`src/tcs_pkg.sv`:
```
// Summary of operation
// [RULE1] Temperature status code answers one data byte by read byte and write byte.
// [RULE2] Temperature flags clear by clear-faults, output turn-on, or writing one there.
// [RULE3] Temperature flags latch whatever the alert mask says.
// [RULE4] A set fault or warning disable bit blocks its status flag.
// [RULE5] Bit 7 latches on over-temperature fault, stays until cleared.
// [RULE6] Bit 6 latches on over-temperature warning, stays until cleared.
// [RULE7] Unsupported positions are read-only zero: temp 5:0, comm 3, 2, 0.
// [RULE8] Communication status code answers one data byte by read and write byte.
// [RULE9] Communication flags clear by clear-faults, output turn-on, or writing one.
// [RULE10] Communication bit 7 latches on an invalid or unsupported command code.
// [RULE11] Communication bit 6 latches on invalid or unsupported data.
// [RULE12] Communication bit 5 latches on a packet error check mismatch.
// [RULE13] Communication bit 4 latches on any store, restore, boot or programming memory failure.
// [RULE14] Memory flag ignores all clears until fault resolved and memory updated.
// [RULE15] Communication bit 1 latches on any other communication error.
// [RULE16] Summary bit equals OR of supported communication flags.
// [RULE17] Write-one clears of communication flags also clear the summary bit.
// [RULE18] Writing zero, or writing read-only positions, changes nothing.
package tcs_pkg;

  // Command codes
  localparam logic [7:0] CMD_CLEAR_FAULTS = 8'h03;
  localparam logic [7:0] CMD_TEMP_STATUS  = 8'h7D;
  localparam logic [7:0] CMD_CML_STATUS   = 8'h7E;

  // Temperature status field positions
  localparam int TEMP_OT_FAULT_BIT = 7;
  localparam int TEMP_OT_WARN_BIT  = 6;

  // Communication status field positions
  localparam int CML_BAD_CMD_BIT   = 7;
  localparam int CML_BAD_DATA_BIT  = 6;
  localparam int CML_PEC_BIT       = 5;
  localparam int CML_MEM_BIT       = 4;
  localparam int CML_OTHER_BIT     = 1;

  // Supported positions and reset values
  localparam logic [7:0] TEMP_SUPPORTED = 8'hC0;
  localparam logic [7:0] CML_SUPPORTED  = 8'hF2;
  localparam logic [7:0] STATUS_RESET   = 8'h00;

  // Decoded transaction from the command engine
  typedef struct packed {
    logic       valid;
    logic       write;
    logic [7:0] code;
    logic [7:0] data;
  } tcs_req_t;

  // Read answer
  typedef struct packed {
    logic       valid;
    logic [7:0] data;
  } tcs_rsp_t;

  // Temperature detector events
  typedef struct packed {
    logic overtemp_fault_flag;
    logic overtemp_warning_flag;
  } tcs_temp_evt_t;

  // Fault and warning disable bits
  typedef struct packed {
    logic overtemp_fault_flag;
    logic overtemp_warning_flag;
  } tcs_disable_t;

  // Communication error events
  typedef struct packed {
    logic bad_command_flag;
    logic bad_payload_flag;
    logic pec_fail;
    logic other_comm;
  } tcs_comm_evt_t;

  // Memory failure sources
  typedef struct packed {
    logic store_parity;
    logic boot_mismatch;
    logic restore_parity;
    logic prog_fail;
  } tcs_mem_evt_t;

  // State of one flag byte
  typedef struct packed {
    logic [7:0] flags;
  } tcs_flag_state_t;

  // State of the memory fault tracker
  typedef struct packed {
    logic pending;
  } tcs_mem_state_t;

  // State of the top level
  typedef struct packed {
    tcs_rsp_t rsp;
  } tcs_top_state_t;

endpackage

```
`src/tcs_flag_byte.sv`:
```
`timescale 1ns/100ps
module tcs_flag_byte #(
  parameter logic [7:0] SUPPORTED = 8'h00
) (
  input  logic       clk_sys_i,
  input  logic       sys_rst_i,
  input  logic [7:0] set_i,
  input  logic [7:0] clr_i,
  input  logic [7:0] hold_i,
  output logic [7:0] flags_o
);

  tcs_pkg::tcs_flag_state_t state;
  tcs_pkg::tcs_flag_state_t next_state;
  logic [7:0]               next_flags;

  // Per-bit latch, set beats clear, hold blocks clear, unsupported stays zero
  genvar i;
  generate
    for (i = 0; i < 8; i++) begin : g_bit
      assign next_flags[i] = SUPPORTED[i] &
                             (set_i[i] | (state.flags[i] & ~(clr_i[i] & ~hold_i[i])));
    end
  endgenerate

  // Next state
  always_comb begin
    next_state       = state;
    next_state.flags = next_flags;
  end

  // State register
  always_ff @(posedge clk_sys_i) begin
    if (sys_rst_i) begin
      state.flags <= tcs_pkg::STATUS_RESET;
    end else begin
      state <= next_state;
    end
  end

  assign flags_o = state.flags;

endmodule

```
`src/tcs_mem_fault_track.sv`:
```
`timescale 1ns/100ps
module tcs_mem_fault_track (
  input  logic                  clk_sys_i,
  input  logic                  sys_rst_i,
  input  tcs_pkg::tcs_mem_evt_t mem_evt_i,
  input  logic                  mem_updated_i,
  output logic                  fault_o,
  output logic                  pending_o
);

  tcs_pkg::tcs_mem_state_t state;
  tcs_pkg::tcs_mem_state_t next_state;

  // Any memory failure source
  assign fault_o = |mem_evt_i;

  // Pending until a successful update, new failure wins
  always_comb begin
    next_state         = state;
    next_state.pending = fault_o | (state.pending & ~mem_updated_i);
  end

  // State register
  always_ff @(posedge clk_sys_i) begin
    if (sys_rst_i) begin
      state.pending <= 1'b0;
    end else begin
      state <= next_state;
    end
  end

  assign pending_o = state.pending;

endmodule

```
`src/tcs_status_regs.sv`:
```
`timescale 1ns/100ps
module tcs_status_regs (
  input  logic                   clk_sys_i,
  input  logic                   sys_rst_i,
  input  tcs_pkg::tcs_req_t      req_i,
  input  tcs_pkg::tcs_temp_evt_t temp_evt_i,
  input  tcs_pkg::tcs_disable_t  fault_disable_i,
  input  tcs_pkg::tcs_comm_evt_t comm_evt_i,
  input  tcs_pkg::tcs_mem_evt_t  mem_evt_i,
  input  logic                   mem_updated_i,
  input  logic                   output_on_i,
  output tcs_pkg::tcs_rsp_t      rsp_o,
  output logic [7:0]             temp_status_o,
  output logic [7:0]             cml_status_o,
  output logic                   cml_summary_o
);

  tcs_pkg::tcs_top_state_t state;
  tcs_pkg::tcs_top_state_t next_state;

  logic       hit_temp;
  logic       hit_cml;
  logic       wr_temp;
  logic       wr_cml;
  logic       rd_req;
  logic       clear_all;
  logic       mem_fault;
  logic       mem_pending;
  logic [7:0] temp_set;
  logic [7:0] temp_clr;
  logic [7:0] cml_set;
  logic [7:0] cml_clr;
  logic [7:0] cml_hold;

  // Command decode
  assign hit_temp  = req_i.valid & (req_i.code == tcs_pkg::CMD_TEMP_STATUS);
  assign hit_cml   = req_i.valid & (req_i.code == tcs_pkg::CMD_CML_STATUS);
  assign wr_temp   = hit_temp & req_i.write;
  assign wr_cml    = hit_cml & req_i.write;
  assign rd_req    = (hit_temp | hit_cml) & ~req_i.write;
  assign clear_all = (req_i.valid & req_i.write & (req_i.code == tcs_pkg::CMD_CLEAR_FAULTS))
                   | output_on_i; // RULE2 RULE9

  // Temperature sets, gated by disables only, never by the alert mask
  always_comb begin // RULE3
    temp_set = tcs_pkg::STATUS_RESET;
    temp_set[tcs_pkg::TEMP_OT_FAULT_BIT] = temp_evt_i.overtemp_fault_flag &
                                           ~fault_disable_i.overtemp_fault_flag; // RULE4 RULE5
    temp_set[tcs_pkg::TEMP_OT_WARN_BIT]  = temp_evt_i.overtemp_warning_flag &
                                           ~fault_disable_i.overtemp_warning_flag; // RULE4 RULE6
  end

  // Temperature clears: global clear or write-one
  assign temp_clr = {8{clear_all}} |
                    (wr_temp ? req_i.data : tcs_pkg::STATUS_RESET); // RULE2 RULE18

  // Communication sets
  always_comb begin
    cml_set = tcs_pkg::STATUS_RESET;
    cml_set[tcs_pkg::CML_BAD_CMD_BIT]  = comm_evt_i.bad_command_flag; // RULE10
    cml_set[tcs_pkg::CML_BAD_DATA_BIT] = comm_evt_i.bad_payload_flag; // RULE11
    cml_set[tcs_pkg::CML_PEC_BIT]      = comm_evt_i.pec_fail; // RULE12
    cml_set[tcs_pkg::CML_MEM_BIT]      = mem_fault; // RULE13
    cml_set[tcs_pkg::CML_OTHER_BIT]    = comm_evt_i.other_comm; // RULE15
  end

  // Communication clears, memory bit held while its fault is pending
  assign cml_clr = {8{clear_all}} | (wr_cml ? req_i.data : tcs_pkg::STATUS_RESET); // RULE9 RULE18
  always_comb begin
    cml_hold = tcs_pkg::STATUS_RESET;
    cml_hold[tcs_pkg::CML_MEM_BIT] = mem_pending; // RULE14
  end

  // Temperature flag byte
  tcs_flag_byte #(
    .SUPPORTED (tcs_pkg::TEMP_SUPPORTED)
  ) u_temp_flags (
    .clk_sys_i (clk_sys_i),
    .sys_rst_i (sys_rst_i),
    .set_i     (temp_set),
    .clr_i     (temp_clr),
    .hold_i    (tcs_pkg::STATUS_RESET),
    .flags_o   (temp_status_o)
  ); // RULE7

  // Communication flag byte
  tcs_flag_byte #(
    .SUPPORTED (tcs_pkg::CML_SUPPORTED)
  ) u_cml_flags (
    .clk_sys_i (clk_sys_i),
    .sys_rst_i (sys_rst_i),
    .set_i     (cml_set),
    .clr_i     (cml_clr),
    .hold_i    (cml_hold),
    .flags_o   (cml_status_o)
  ); // RULE7

  // Memory fault tracker
  tcs_mem_fault_track u_mem_track (
    .clk_sys_i     (clk_sys_i),
    .sys_rst_i     (sys_rst_i),
    .mem_evt_i     (mem_evt_i),
    .mem_updated_i (mem_updated_i),
    .fault_o       (mem_fault),
    .pending_o     (mem_pending)
  );

  // Summary follows the flags, so write-one clears drop it too
  assign cml_summary_o = |cml_status_o; // RULE16 RULE17

  // Read answer: one byte, one cycle after the request
  always_comb begin
    next_state           = state;
    next_state.rsp.valid = rd_req; // RULE1 RULE8
    if (rd_req) begin
      next_state.rsp.data = hit_temp ? temp_status_o : cml_status_o;
    end
  end

  // State register
  always_ff @(posedge clk_sys_i) begin
    if (sys_rst_i) begin
      state.rsp.valid <= 1'b0;
      state.rsp.data  <= tcs_pkg::STATUS_RESET;
    end else begin
      state <= next_state;
    end
  end

  assign rsp_o = state.rsp;

  // Fault event latches next cycle
  ot_fault_set_a: assert property ( // RULE5
    @(posedge clk_sys_i) disable iff (sys_rst_i)
    temp_evt_i.overtemp_fault_flag && !fault_disable_i.overtemp_fault_flag
    |=> temp_status_o[tcs_pkg::TEMP_OT_FAULT_BIT])
    else $error("overtemp fault not latched");

  // Warning event latches next cycle
  ot_warn_set_a: assert property ( // RULE6
    @(posedge clk_sys_i) disable iff (sys_rst_i)
    temp_evt_i.overtemp_warning_flag && !fault_disable_i.overtemp_warning_flag
    |=> temp_status_o[tcs_pkg::TEMP_OT_WARN_BIT])
    else $error("overtemp warning not latched");

  // Fault flag stays without a clear
  ot_fault_hold_a: assert property ( // RULE5
    @(posedge clk_sys_i) disable iff (sys_rst_i)
    temp_status_o[tcs_pkg::TEMP_OT_FAULT_BIT] && !clear_all && !wr_temp
    |=> temp_status_o[tcs_pkg::TEMP_OT_FAULT_BIT])
    else $error("overtemp fault dropped");

  // Flag rises only from an enabled event
  disable_block_a: assert property ( // RULE4
    @(posedge clk_sys_i) disable iff (sys_rst_i)
    $rose(temp_status_o[tcs_pkg::TEMP_OT_WARN_BIT])
    |-> $past(temp_evt_i.overtemp_warning_flag) && !$past(fault_disable_i.overtemp_warning_flag))
    else $error("warning set while disabled");

  // Unsupported positions read zero
  reserved_zero_a: assert property ( // RULE7
    @(posedge clk_sys_i) disable iff (sys_rst_i)
    ((temp_status_o & ~tcs_pkg::TEMP_SUPPORTED) == 8'h00) &&
    ((cml_status_o & ~tcs_pkg::CML_SUPPORTED) == 8'h00))
    else $error("unsupported bit set");

  // Clear-faults empties temperature byte
  clear_faults_a: assert property ( // RULE2
    @(posedge clk_sys_i) disable iff (sys_rst_i)
    clear_all && (temp_set == 8'h00) |=> temp_status_o == 8'h00)
    else $error("clear faults left temperature flags");

  // Write-one clears communication bits except a held memory bit
  cml_w1c_a: assert property ( // RULE9
    @(posedge clk_sys_i) disable iff (sys_rst_i)
    wr_cml && (cml_set == 8'h00) && !mem_pending
    |=> (cml_status_o & $past(req_i.data)) == 8'h00)
    else $error("write one did not clear");

  // Writing zero leaves both bytes alone
  write_zero_a: assert property ( // RULE18
    @(posedge clk_sys_i) disable iff (sys_rst_i)
    (wr_temp || wr_cml) && (req_i.data == 8'h00) && !output_on_i &&
    (temp_set == 8'h00) && (cml_set == 8'h00)
    |=> $stable(temp_status_o) && $stable(cml_status_o))
    else $error("zero write changed flags");

  // Bad command latches
  bad_cmd_set_a: assert property ( // RULE10
    @(posedge clk_sys_i) disable iff (sys_rst_i)
    comm_evt_i.bad_command_flag |=> cml_status_o[tcs_pkg::CML_BAD_CMD_BIT])
    else $error("bad command not latched");

  // Bad data latches
  bad_data_set_a: assert property ( // RULE11
    @(posedge clk_sys_i) disable iff (sys_rst_i)
    comm_evt_i.bad_payload_flag |=> cml_status_o[tcs_pkg::CML_BAD_DATA_BIT])
    else $error("bad payload not latched");

  // Check byte mismatch latches
  pec_set_a: assert property ( // RULE12
    @(posedge clk_sys_i) disable iff (sys_rst_i)
    comm_evt_i.pec_fail |=> cml_status_o[tcs_pkg::CML_PEC_BIT])
    else $error("check byte failure not latched");

  // Any memory source latches
  mem_set_a: assert property ( // RULE13
    @(posedge clk_sys_i) disable iff (sys_rst_i)
    (mem_evt_i != 4'h0) |=> cml_status_o[tcs_pkg::CML_MEM_BIT] && mem_pending)
    else $error("memory failure not latched");

  // Memory flag survives every clear while pending
  mem_hold_a: assert property ( // RULE14
    @(posedge clk_sys_i) disable iff (sys_rst_i)
    cml_status_o[tcs_pkg::CML_MEM_BIT] && mem_pending && !mem_updated_i
    |=> cml_status_o[tcs_pkg::CML_MEM_BIT])
    else $error("memory flag cleared while pending");

  // Other error latches
  other_set_a: assert property ( // RULE15
    @(posedge clk_sys_i) disable iff (sys_rst_i)
    comm_evt_i.other_comm |=> cml_status_o[tcs_pkg::CML_OTHER_BIT])
    else $error("other error not latched");

  // Summary tracks flags
  summary_or_a: assert property ( // RULE16
    @(posedge clk_sys_i) disable iff (sys_rst_i)
    cml_summary_o == (|(cml_status_o & tcs_pkg::CML_SUPPORTED)))
    else $error("summary mismatch");

  // Full write-one clear drops the summary
  summary_clear_a: assert property ( // RULE17
    @(posedge clk_sys_i) disable iff (sys_rst_i)
    wr_cml && (req_i.data == 8'hFF) && (cml_set == 8'h00) && !mem_pending
    |=> !cml_summary_o)
    else $error("summary not cleared");

  // Temperature read answers next cycle with the byte
  temp_read_a: assert property ( // RULE1
    @(posedge clk_sys_i) disable iff (sys_rst_i)
    hit_temp && !req_i.write |=> rsp_o.valid && (rsp_o.data == $past(temp_status_o)))
    else $error("temperature read answer wrong");

  // Communication read answers next cycle with the byte
  cml_read_a: assert property ( // RULE8
    @(posedge clk_sys_i) disable iff (sys_rst_i)
    hit_cml && !req_i.write |=> rsp_o.valid && (rsp_o.data == $past(cml_status_o)))
    else $error("communication read answer wrong");

  // No answer without a read
  no_spurious_rsp_a: assert property ( // RULE1
    @(posedge clk_sys_i) disable iff (sys_rst_i)
    !rd_req |=> !rsp_o.valid)
    else $error("answer without read");

  // Warning flag stays without a clear
  ot_warn_hold_a: assert property ( // RULE6
    @(posedge clk_sys_i) disable iff (sys_rst_i)
    temp_status_o[tcs_pkg::TEMP_OT_WARN_BIT] && !clear_all && !wr_temp
    |=> temp_status_o[tcs_pkg::TEMP_OT_WARN_BIT])
    else $error("overtemp warning dropped");

  // Fault flag rises only from an enabled event
  fault_gate_a: assert property ( // RULE4
    @(posedge clk_sys_i) disable iff (sys_rst_i)
    $rose(temp_status_o[tcs_pkg::TEMP_OT_FAULT_BIT])
    |-> $past(temp_evt_i.overtemp_fault_flag) && !$past(fault_disable_i.overtemp_fault_flag))
    else $error("fault set while disabled");

  // Write-one clears temperature bits
  temp_w1c_a: assert property ( // RULE2
    @(posedge clk_sys_i) disable iff (sys_rst_i)
    wr_temp && (temp_set == 8'h00)
    |=> (temp_status_o & $past(req_i.data)) == 8'h00)
    else $error("temperature write one did not clear");

  // Global clear empties communication byte once the hold is gone
  cml_clear_all_a: assert property ( // RULE9
    @(posedge clk_sys_i) disable iff (sys_rst_i)
    clear_all && (cml_set == 8'h00) && !mem_pending |=> cml_status_o == 8'h00)
    else $error("clear faults left communication flags");

  // Update with no new failure releases the hold
  mem_release_a: assert property ( // RULE14
    @(posedge clk_sys_i) disable iff (sys_rst_i)
    mem_pending && mem_updated_i && (mem_evt_i == 4'h0) |=> !mem_pending)
    else $error("memory hold not released");

  // Any communication event raises the summary
  summary_set_a: assert property ( // RULE16
    @(posedge clk_sys_i) disable iff (sys_rst_i)
    (cml_set != 8'h00) |=> cml_summary_o)
    else $error("summary not raised");

  // Writes to read-only temperature bits change nothing
  ro_write_a: assert property ( // RULE18
    @(posedge clk_sys_i) disable iff (sys_rst_i)
    wr_temp && ((req_i.data & tcs_pkg::TEMP_SUPPORTED) == 8'h00) && !output_on_i &&
    (temp_set == 8'h00)
    |=> $stable(temp_status_o))
    else $error("read-only write changed flags");

  // Answer byte holds between reads
  rsp_hold_a: assert property ( // RULE1
    @(posedge clk_sys_i) disable iff (sys_rst_i)
    !rd_req |=> $stable(rsp_o.data))
    else $error("answer byte changed without read");

  // Bad command flag falls only through a clear
  bad_cmd_clear_a: assert property ( // RULE10
    @(posedge clk_sys_i) disable iff (sys_rst_i)
    $fell(cml_status_o[tcs_pkg::CML_BAD_CMD_BIT]) && !$past(sys_rst_i)
    |-> $past(clear_all) || ($past(wr_cml) && $past(req_i.data[tcs_pkg::CML_BAD_CMD_BIT])))
    else $error("bad command flag dropped");

endmodule

```
`config.mk`:
```
export PLATFORM = sky130hd
export DESIGN_NAME = tcs_status_regs
export DESIGN_NICKNAME = d
export VERILOG_FILES = /design/src/tcs_pkg.sv /design/src/tcs_flag_byte.sv /design/src/tcs_mem_fault_track.sv /design/src/tcs_status_regs.sv
export SDC_FILE = /design/constraint.sdc
export NUM_CORES = 1
export LEC_CHECK = 0
export BUFFER_PORTS_ARGS = -buffer_cell sky130_fd_sc_hd__clkbuf_2
export CORE_AREA = 2 2 63 65
export CTS_BUF_LIST = sky130_fd_sc_hd__clkbuf_16
export DETAILED_ROUTE_END_ITERATION = 10
export DIE_AREA = 0 0 65 67
export GPL_ROUTABILITY_DRIVEN = 0
export PLACE_DENSITY = 0.56
export SYNTH_ARGS = -nofsm -noshare
export SYNTH_HDL_FRONTEND = slang
export SYNTH_HIERARCHICAL = 1
export SYNTH_SLANG_ARGS = --single-unit
```
`constraint.sdc`:
```
create_clock -name clk_sys_i -period 4.8 [get_ports clk_sys_i]
set_clock_uncertainty 0.15 [all_clocks]
set_input_delay 1.44 -clock clk_sys_i [delete_from_list [all_inputs] [get_ports clk_sys_i]]
set_output_delay 1.44 -clock clk_sys_i [all_outputs]
set_load 0.02 [all_outputs]
```
# After elaboration in Yosys (flattened, before gate mapping)

Cells that the tools add are included.

Logic and storage cells: 57
Input bits: 34
Register bits: 26
Output and inout bits: 26

Reductions and logical operators: 2
Equality and inequality tests: 3
Mux-type cells: 3
Bitwise logic cells: 42

Operator list:

| kind                                                | number |
|---|---|
| two-way mux 8 bit                                   | 3 |
| bitwise AND 1 bit                                   | 18 |
| equality test 8 x 7 -> 1 bit, second input constant | 2 |
| bitwise OR 8 bit                                    | 2 |
| inverter 1 bit                                      | 12 |
| bitwise OR 1 bit                                    | 10 |
| equality test 8 x 2 -> 1 bit, second input constant | 1 |
| OR reduction 8 bit                                  | 1 |
| OR reduction 4 bit                                  | 1 |

# Longest topological paths before layout

Gate-level depths: netlist of run 1.

Depth in word-level cells: 9
Gate-level depth with buffers: 6
Gate-level depth less buffers: 5

# Modules after synthesis

The synthesis of run 1 kept the hierarchy.

Modules (own cells, without submodules):

| module                       | cells an instance | area an instance (µm²) | instances | seq. area each (µm²) |
|---|---|---|---|---|
| tcs_status_regs              | 74                | 673.1                  | 1         | 180.2 |
| tcs_flag_byte (u_cml_flags)  | 24                | 207.7                  | 1         | 100.1 |
| tcs_flag_byte (u_temp_flags) | 15                | 141.4                  | 1         | 40.0 |
| tcs_mem_fault_track          | 4                 | 47.5                   | 1         | 20.0 |

# Worst setup path after synthesis of run 1

OpenSTA, ideal clock, no wires.

Kind: input -> register
Start: in req_i[15] (netlist name)
End: reg u_cml_flags.state, in the netlist u_cml_flags/flags_o[1]
Cell stages on the path: 5
Path slack: 1.898 ns
Data arrival time: 2.632 ns
Cell sequence: nand4b_1 -> nor4_2 -> a21o_1 -> nor3b_1 -> nor3_1

Cells in the longest elaborated chain, start to end: 8
Elaborated cells between the ends (all ways): 11

RTL lines:

| item                         | line                  | RTL |
|---|---|---|
| start, declared              | tcs_status_regs.sv:5  | `input tcs_pkg::tcs_req_t req_i,` |
| equality test 8 x 7 -> 1 bit | tcs_status_regs.sv:37 | `assign hit_cml = req_i.valid & (req_i.code == tcs_pkg::CMD_CML_STATUS);` |
| bitwise AND 1 bit            | tcs_status_regs.sv:37 |  |
| bitwise AND 1 bit            | tcs_status_regs.sv:39 | `assign wr_cml = hit_cml & req_i.write;` |
| two-way mux 8 bit            | tcs_status_regs.sv:68 | `assign cml_clr = {8{clear_all}} \| (wr_cml ? req_i.data : tcs_pkg::STATUS_RESET);` |
| bitwise OR 8 bit *           | tcs_status_regs.sv:68 |  |
| named net cml_clr[1]         | tcs_status_regs.sv:32 | `logic [7:0] cml_clr;` |
| inverter 1 bit *             | tcs_flag_byte.sv:22   | `(set_i[i] \| (state.flags[i] & ~(clr_i[i] & ~hold_i[i])));` |
| bitwise AND 1 bit *          | tcs_flag_byte.sv:22   |  |
| bitwise OR 1 bit *           | tcs_flag_byte.sv:22   |  |
| end signal, assigned         | tcs_flag_byte.sv:37   | `state <= next_state;` |
| end, declared                | tcs_flag_byte.sv:13   | `tcs_pkg::tcs_flag_state_t state;` |

Mark *: on every way through the listed nets, which the timed path passes. The rest lies on a longest branch.
A chain may end at the register's enable or synchronous reset.

# Worst setup path in the final report of run 1

Ends and elaborated chain as after synthesis.

==> qor.yml, run 1 <==
grt_max_degree: 18
chipWidth_um: 65
holdWs_ns: 0.310
htreeDepth: 1
r2r_slack_ns: 3.80
io_pins: 60
yosysWarnings: 6
crit_start: "req_i[15]"
antenna_left: 0
cp-end-kind: "flop"
numPortBuffers: 47
arrival_ns: 2.88
placed_area_mm2: 0.00125
clock-root-buffer: "clkbuf_16"
antenna_found_initial: 0
cts_tree: "built"
die_h_um: 67
avgSynthCellArea_um2: 9.28
cts_buffer_depth: 2
tns_ns: 0
worstPathRequired_ns: 4.77
synthCells: 108
globalRoute.totalOverflow: 0
clk_latency_ns: 0.25
final_core_util_pct: 36.8
regArea_um2: 340
cp_max_fo: 5
start_kind: "input pin"
final_area_mm2: 0.00133
max-vdd-ir-drop_v: 0.000152
leakage_nw: 0.587
seqPwrFrac_pct: 40.0
timing.rr.end: "rsp_o[4]"
pwr-share-clk_pct: 43.9
reg2reg_from: "u_cml_flags/flags_o[4]"
layout.nets: 192
worst-slew-pin-transition_ns: 0.827
reg2reg_depth: 2
route.vias.total: 912
cts_setup_buffers: 0
multiInputGateArea_um2: 577
path_clk_slew_ns: 0.05
maxSlewHeadroom_pct: 44.5
hp-class: "reg2reg"
vias_per_cell: 4.45
crit_end: "u_cml_flags/flags_o[1]"
num_rows: 22
pwr-share-comb_pct: 16.1
status: "complete, no violations"
pwr_density_cell_mw_per_mm2: 285
n_antenna_cell: 0
placed_cells: 201
start_util_pct: 27.8
final_hold_viol_count: 0
layout.cells.non_filler: 205
track_usage_pct: 12.5
max-cap-violations: 0
drc: 0
grt_pass1_vias: 894
drtIter0Drc: 37
slew_violations: 0
clock_sinks: 17
fillerInstances: 380
fmax_ghz: 0.344
finalCriticalPeriod_ns: 2.91
cts_hold_buf: 0
cts_resized: 0
first_pass_iters: 4
die_area_mm2: 0.00436
layout-drive-gt1-share_pct: 42.7
wl_um: 2530
finalSetupViolCount: 0
cellInternalPower_uw: 281
rsz0062_at_grt: "false"
area_growth_pct: 32.3
core-area_mm2: 0.00361
cts_inserted_buffers: 3
post-route-period-util_pct: 60.6
wire_per_inst_um: 12.3
dpl.hpwl_um: 2030
syn_area_mm2: 0.00100
critPathKind: "in2reg"
switching_share_pct: 25.5
grt_pass1_wl_um: 4060
p_sw_uw: 96.4
==> layout make-up <==
cell class                      count  area share (%)
Clock buffer                        3            5.66
Clock inverter                      1           0.377
Inverter                            9            2.55
Multi-Input combinational cell     80            43.5
Sequential cell                    17            25.7
Tap cell                           48            4.53
Timing Repair Buffer               47            17.7
==> per-stage QoR <==
stage,worst slack [ns],power [mW]
after CTS,1.88,0.382
after floorplan,2.03,0.196
final,1.89,0.378
after global routing,1.73,0.399
after detailed placement,1.64,0.214
after global placement,1.67,0.213
==> routing by layer <==
metal	vias to the layer above	GRT usage [%]	routed length [um]
met1	397	13.4	1060
met5	-	0	0
met2	39	22.2	1240
li1	468	-	-
met3	8	4.90	172
met4	0	4.79	60
==> critical path, cell delays in order <==
cell	delay (ns)
clkbuf_2	0.09
nand4b_1	0.30
nor4_2	0.58
a21o_1	0.19
nor3b_1	0.20
nor3_1	0.07
==> power by group through the flow <==
stage	clock (mW)	combinational, mW	sequential (mW)
floorplan	0	0.0377	0.158
global placement	0	0.0588	0.154
detailed placement	0	0.0603	0.154
CTS	0.170	0.0605	0.151
global route	0.180	0.0673	0.152
finish	0.166	0.0608	0.151
==> cells in the final DEF, fill, tap and decap left out, drive strengths merged <==
master,n
nor4b,2
nand2,2
dfxtp,17
a41o,1
nand3,1
o21ba,1
nor3b,7
clkbuf,50
a21o,7
nor2,8
nand2b,2
o22ai,8
nor2b,3
conb,15
clkinv,1
nor3,8
a2111o,1
nand4b,1
a221oi,8
or4,1
inv,9
nor4,4
==> state kept, by name, summed over array words and instances, names as in the netlist <==
register,cells
rsp_o,9
u_cml_flags/flags_o,5
u_mem_track/pending_o,1
u_temp_flags/flags_o,2
==> worst min path at each step <==
stage	startpoint	cells after the start	slack [ns]	endpoint
after floorplan	u_mem_track/pending_o	2	0.37	u_cml_flags/flags_o[4]
after global placement	rsp_o[0]	2	0.30	rsp_o[0]
after detailed placement	rsp_o[0]	2	0.30	rsp_o[0]
after CTS	rsp_o[0]	2	0.31	rsp_o[0]
after global routing	rsp_o[1]	2	0.33	rsp_o[1]
final	rsp_o[0]	2	0.31	rsp_o[0]
(Power assumes the default switching activity.)
==> inputs of run 2 (changes only) <==
Clock period 4.8 ns to 2.8 ns, I/O delays scaled along.
==> run 2 against run 1 <==
Effect of this change: sequential share of layout area down 0.43 points; total power increased by 72%; sequential power is 72% higher; final cell count increased by 1.5%; combinational power rose by 74%; routed wire length decreased by 1.2%; first-iteration DRC count shrank 8.1%; critical path type unchanged; highest routed layer unchanged.
==> qor.yml, run 2 (synthesis results as in run 1) <==
final_area_mm2: 0.00135
area_growth_pct: 34.6
hp-start: "rsp_o[0]"
first_pass_iters: 4
cts_hold_buf: 0
max_stage_delay_ns: 0.55
cp_num_buf_inv: 1
post-route-period-util_pct: 81.3
path_clk_slew_ns: 0.05
fmax_ghz: 0.439
reg2reg_depth: 2
hp-class: "reg2reg"
wire_per_inst_um: 12.0
r2r_slack_ns: 1.81
vias_per_cell: 4.53
die_area_mm2: 0.00436
placed_area_mm2: 0.00127
worst-path-stages: 6
status: "complete, no violations"
num_rows: 22
pwr_density_cell_mw_per_mm2: 481
drtIter0Drc: 34
cts_setup_buffers: 0
seqPwrFrac_pct: 39.9
start_util_pct: 27.8
pwr-share-comb_pct: 16.4
clock_sinks: 17
numPortBuffers: 47
switching_share_pct: 25.3
tns_ns: 0
max-vdd-ir-drop_v: 0.000223
final_hold_viol_count: 0
final_common_cell: "clkbuf_2"
max-cap-violations: 0
largest_reg_flops: 9
min_path_cells: 2
finalSetupViolCount: 0
core-area_mm2: 0.00361
leakage_nw: 0.602
arrival_ns: 2.24
clock-root-buffer: "clkbuf_16"
grt_max_degree: 18
globalRoute.totalOverflow: 0
cts_buffer_depth: 2
chipWidth_um: 65
die_h_um: 67
rsz0062_at_grt: "false"
antenna_found_initial: 0
route.vias.total: 943
worstPathRequired_ns: 2.77
cts_tree: "built"
pwr-share-clk_pct: 43.7
antenna_left: 0
cts_resized: 0
cp-end-kind: "flop"
min_to: "rsp_o[0]"
cts_inserted_buffers: 3
io_pins: 60
clk_latency_ns: 0.24
finalCriticalPeriod_ns: 2.28
path_cells: "clkbuf_2 -> nand4b_1 -> nor4_2 -> a21o_1 -> nor3b_1 -> nor3_1"
final_cell_mix: "clkbuf_2, dfxtp_1, conb_1, inv_1"
start_kind: "input pin"
final_core_util_pct: 37.4
dpl.hpwl_um: 2070
layout.nets: 195
critPathTopFamily: "simple AND/OR/NAND/NOR gates"
p_sw_uw: 164
cp_slowest_cell: "nor4_2"
maxSlewHeadroom_pct: 65.7
htreeDepth: 1
drc: 0
cellInternalPower_uw: 484
crit_start: "req_i[15]"
reg2reg_from: "u_cml_flags/flags_o[4]"
grt_pass1_wl_um: 4080
slew_violations: 0
critPathKind: "in2reg"
cp_max_fo: 5
grt_pass1_vias: 927
track_usage_pct: 12.6
timing.rr.end: "rsp_o[4]"
wl_um: 2500
worst-slew-pin-transition_ns: 0.510
n_antenna_cell: 0
layout-drive-gt1-share_pct: 43.8
-- run 2: power by group through the flow --
stage | Combinational, mW | Clock (mW) | Sequential (mW)
after global placement | 0.103 | 0 | 0.264
after global routing | 0.118 | 0.305 | 0.261
after floorplan | 0.0647 | 0 | 0.271
after CTS | 0.106 | 0.291 | 0.259
after detailed placement | 0.106 | 0 | 0.264
final | 0.106 | 0.284 | 0.259
-- run 2: layout make-up --
cell class | instances | area (um2)
well taps | 48 | 60.1
fillers | 382 | 2260
repair buffers | 50 | 258
clock buffers | 3 | 75.1
flip-flops and latches | 17 | 340
clock inverters | 1 | 5.00
multi-input cells | 80 | 577
inverters | 9 | 33.8
-- run 2: metal layers --
metal / global-route usage (%) / share of wire (%) / vias up
met4: 5.32 / 1.4 / 0
li1: - / - / 485
met1: 13.0 / 38 / 416
met3: 4.90 / 7.8 / 4
met5: 0 / 0 / -
met2: 22.8 / 52 / 38
-- run 2: worst max path at each step --
stage                        endpoint  slack (ns)
2_1_floorplan  u_cml_flags/flags_o[1]        0.63
3_3_place_gp   u_cml_flags/flags_o[1]        0.26
3_5_place_dp   u_cml_flags/flags_o[7]        0.26
4_1_cts        u_cml_flags/flags_o[1]        0.50
5_1_grt        u_cml_flags/flags_o[1]        0.35
6_report       u_cml_flags/flags_o[1]        0.52
-- run 2: per-stage QoR --
step	setup WS (ns)	hold WS (ns)	std cells	power, mW
2_1_floorplan	0.630	0.370	120	0.336
3_3_place_gp	0.255	0.298	204	0.367
4_1_cts	0.498	0.312	208	0.657
6_report	0.523	0.310	208	0.649
3_5_place_dp	0.261	0.303	204	0.370
5_1_grt	0.353	0.329	208	0.683
-- run 2: tightest hold or removal path: stages, from the launching register on --
cell	delay [ns]
dfxtp_1	0.30
inv_1	0.06
a221oi_2	0.05
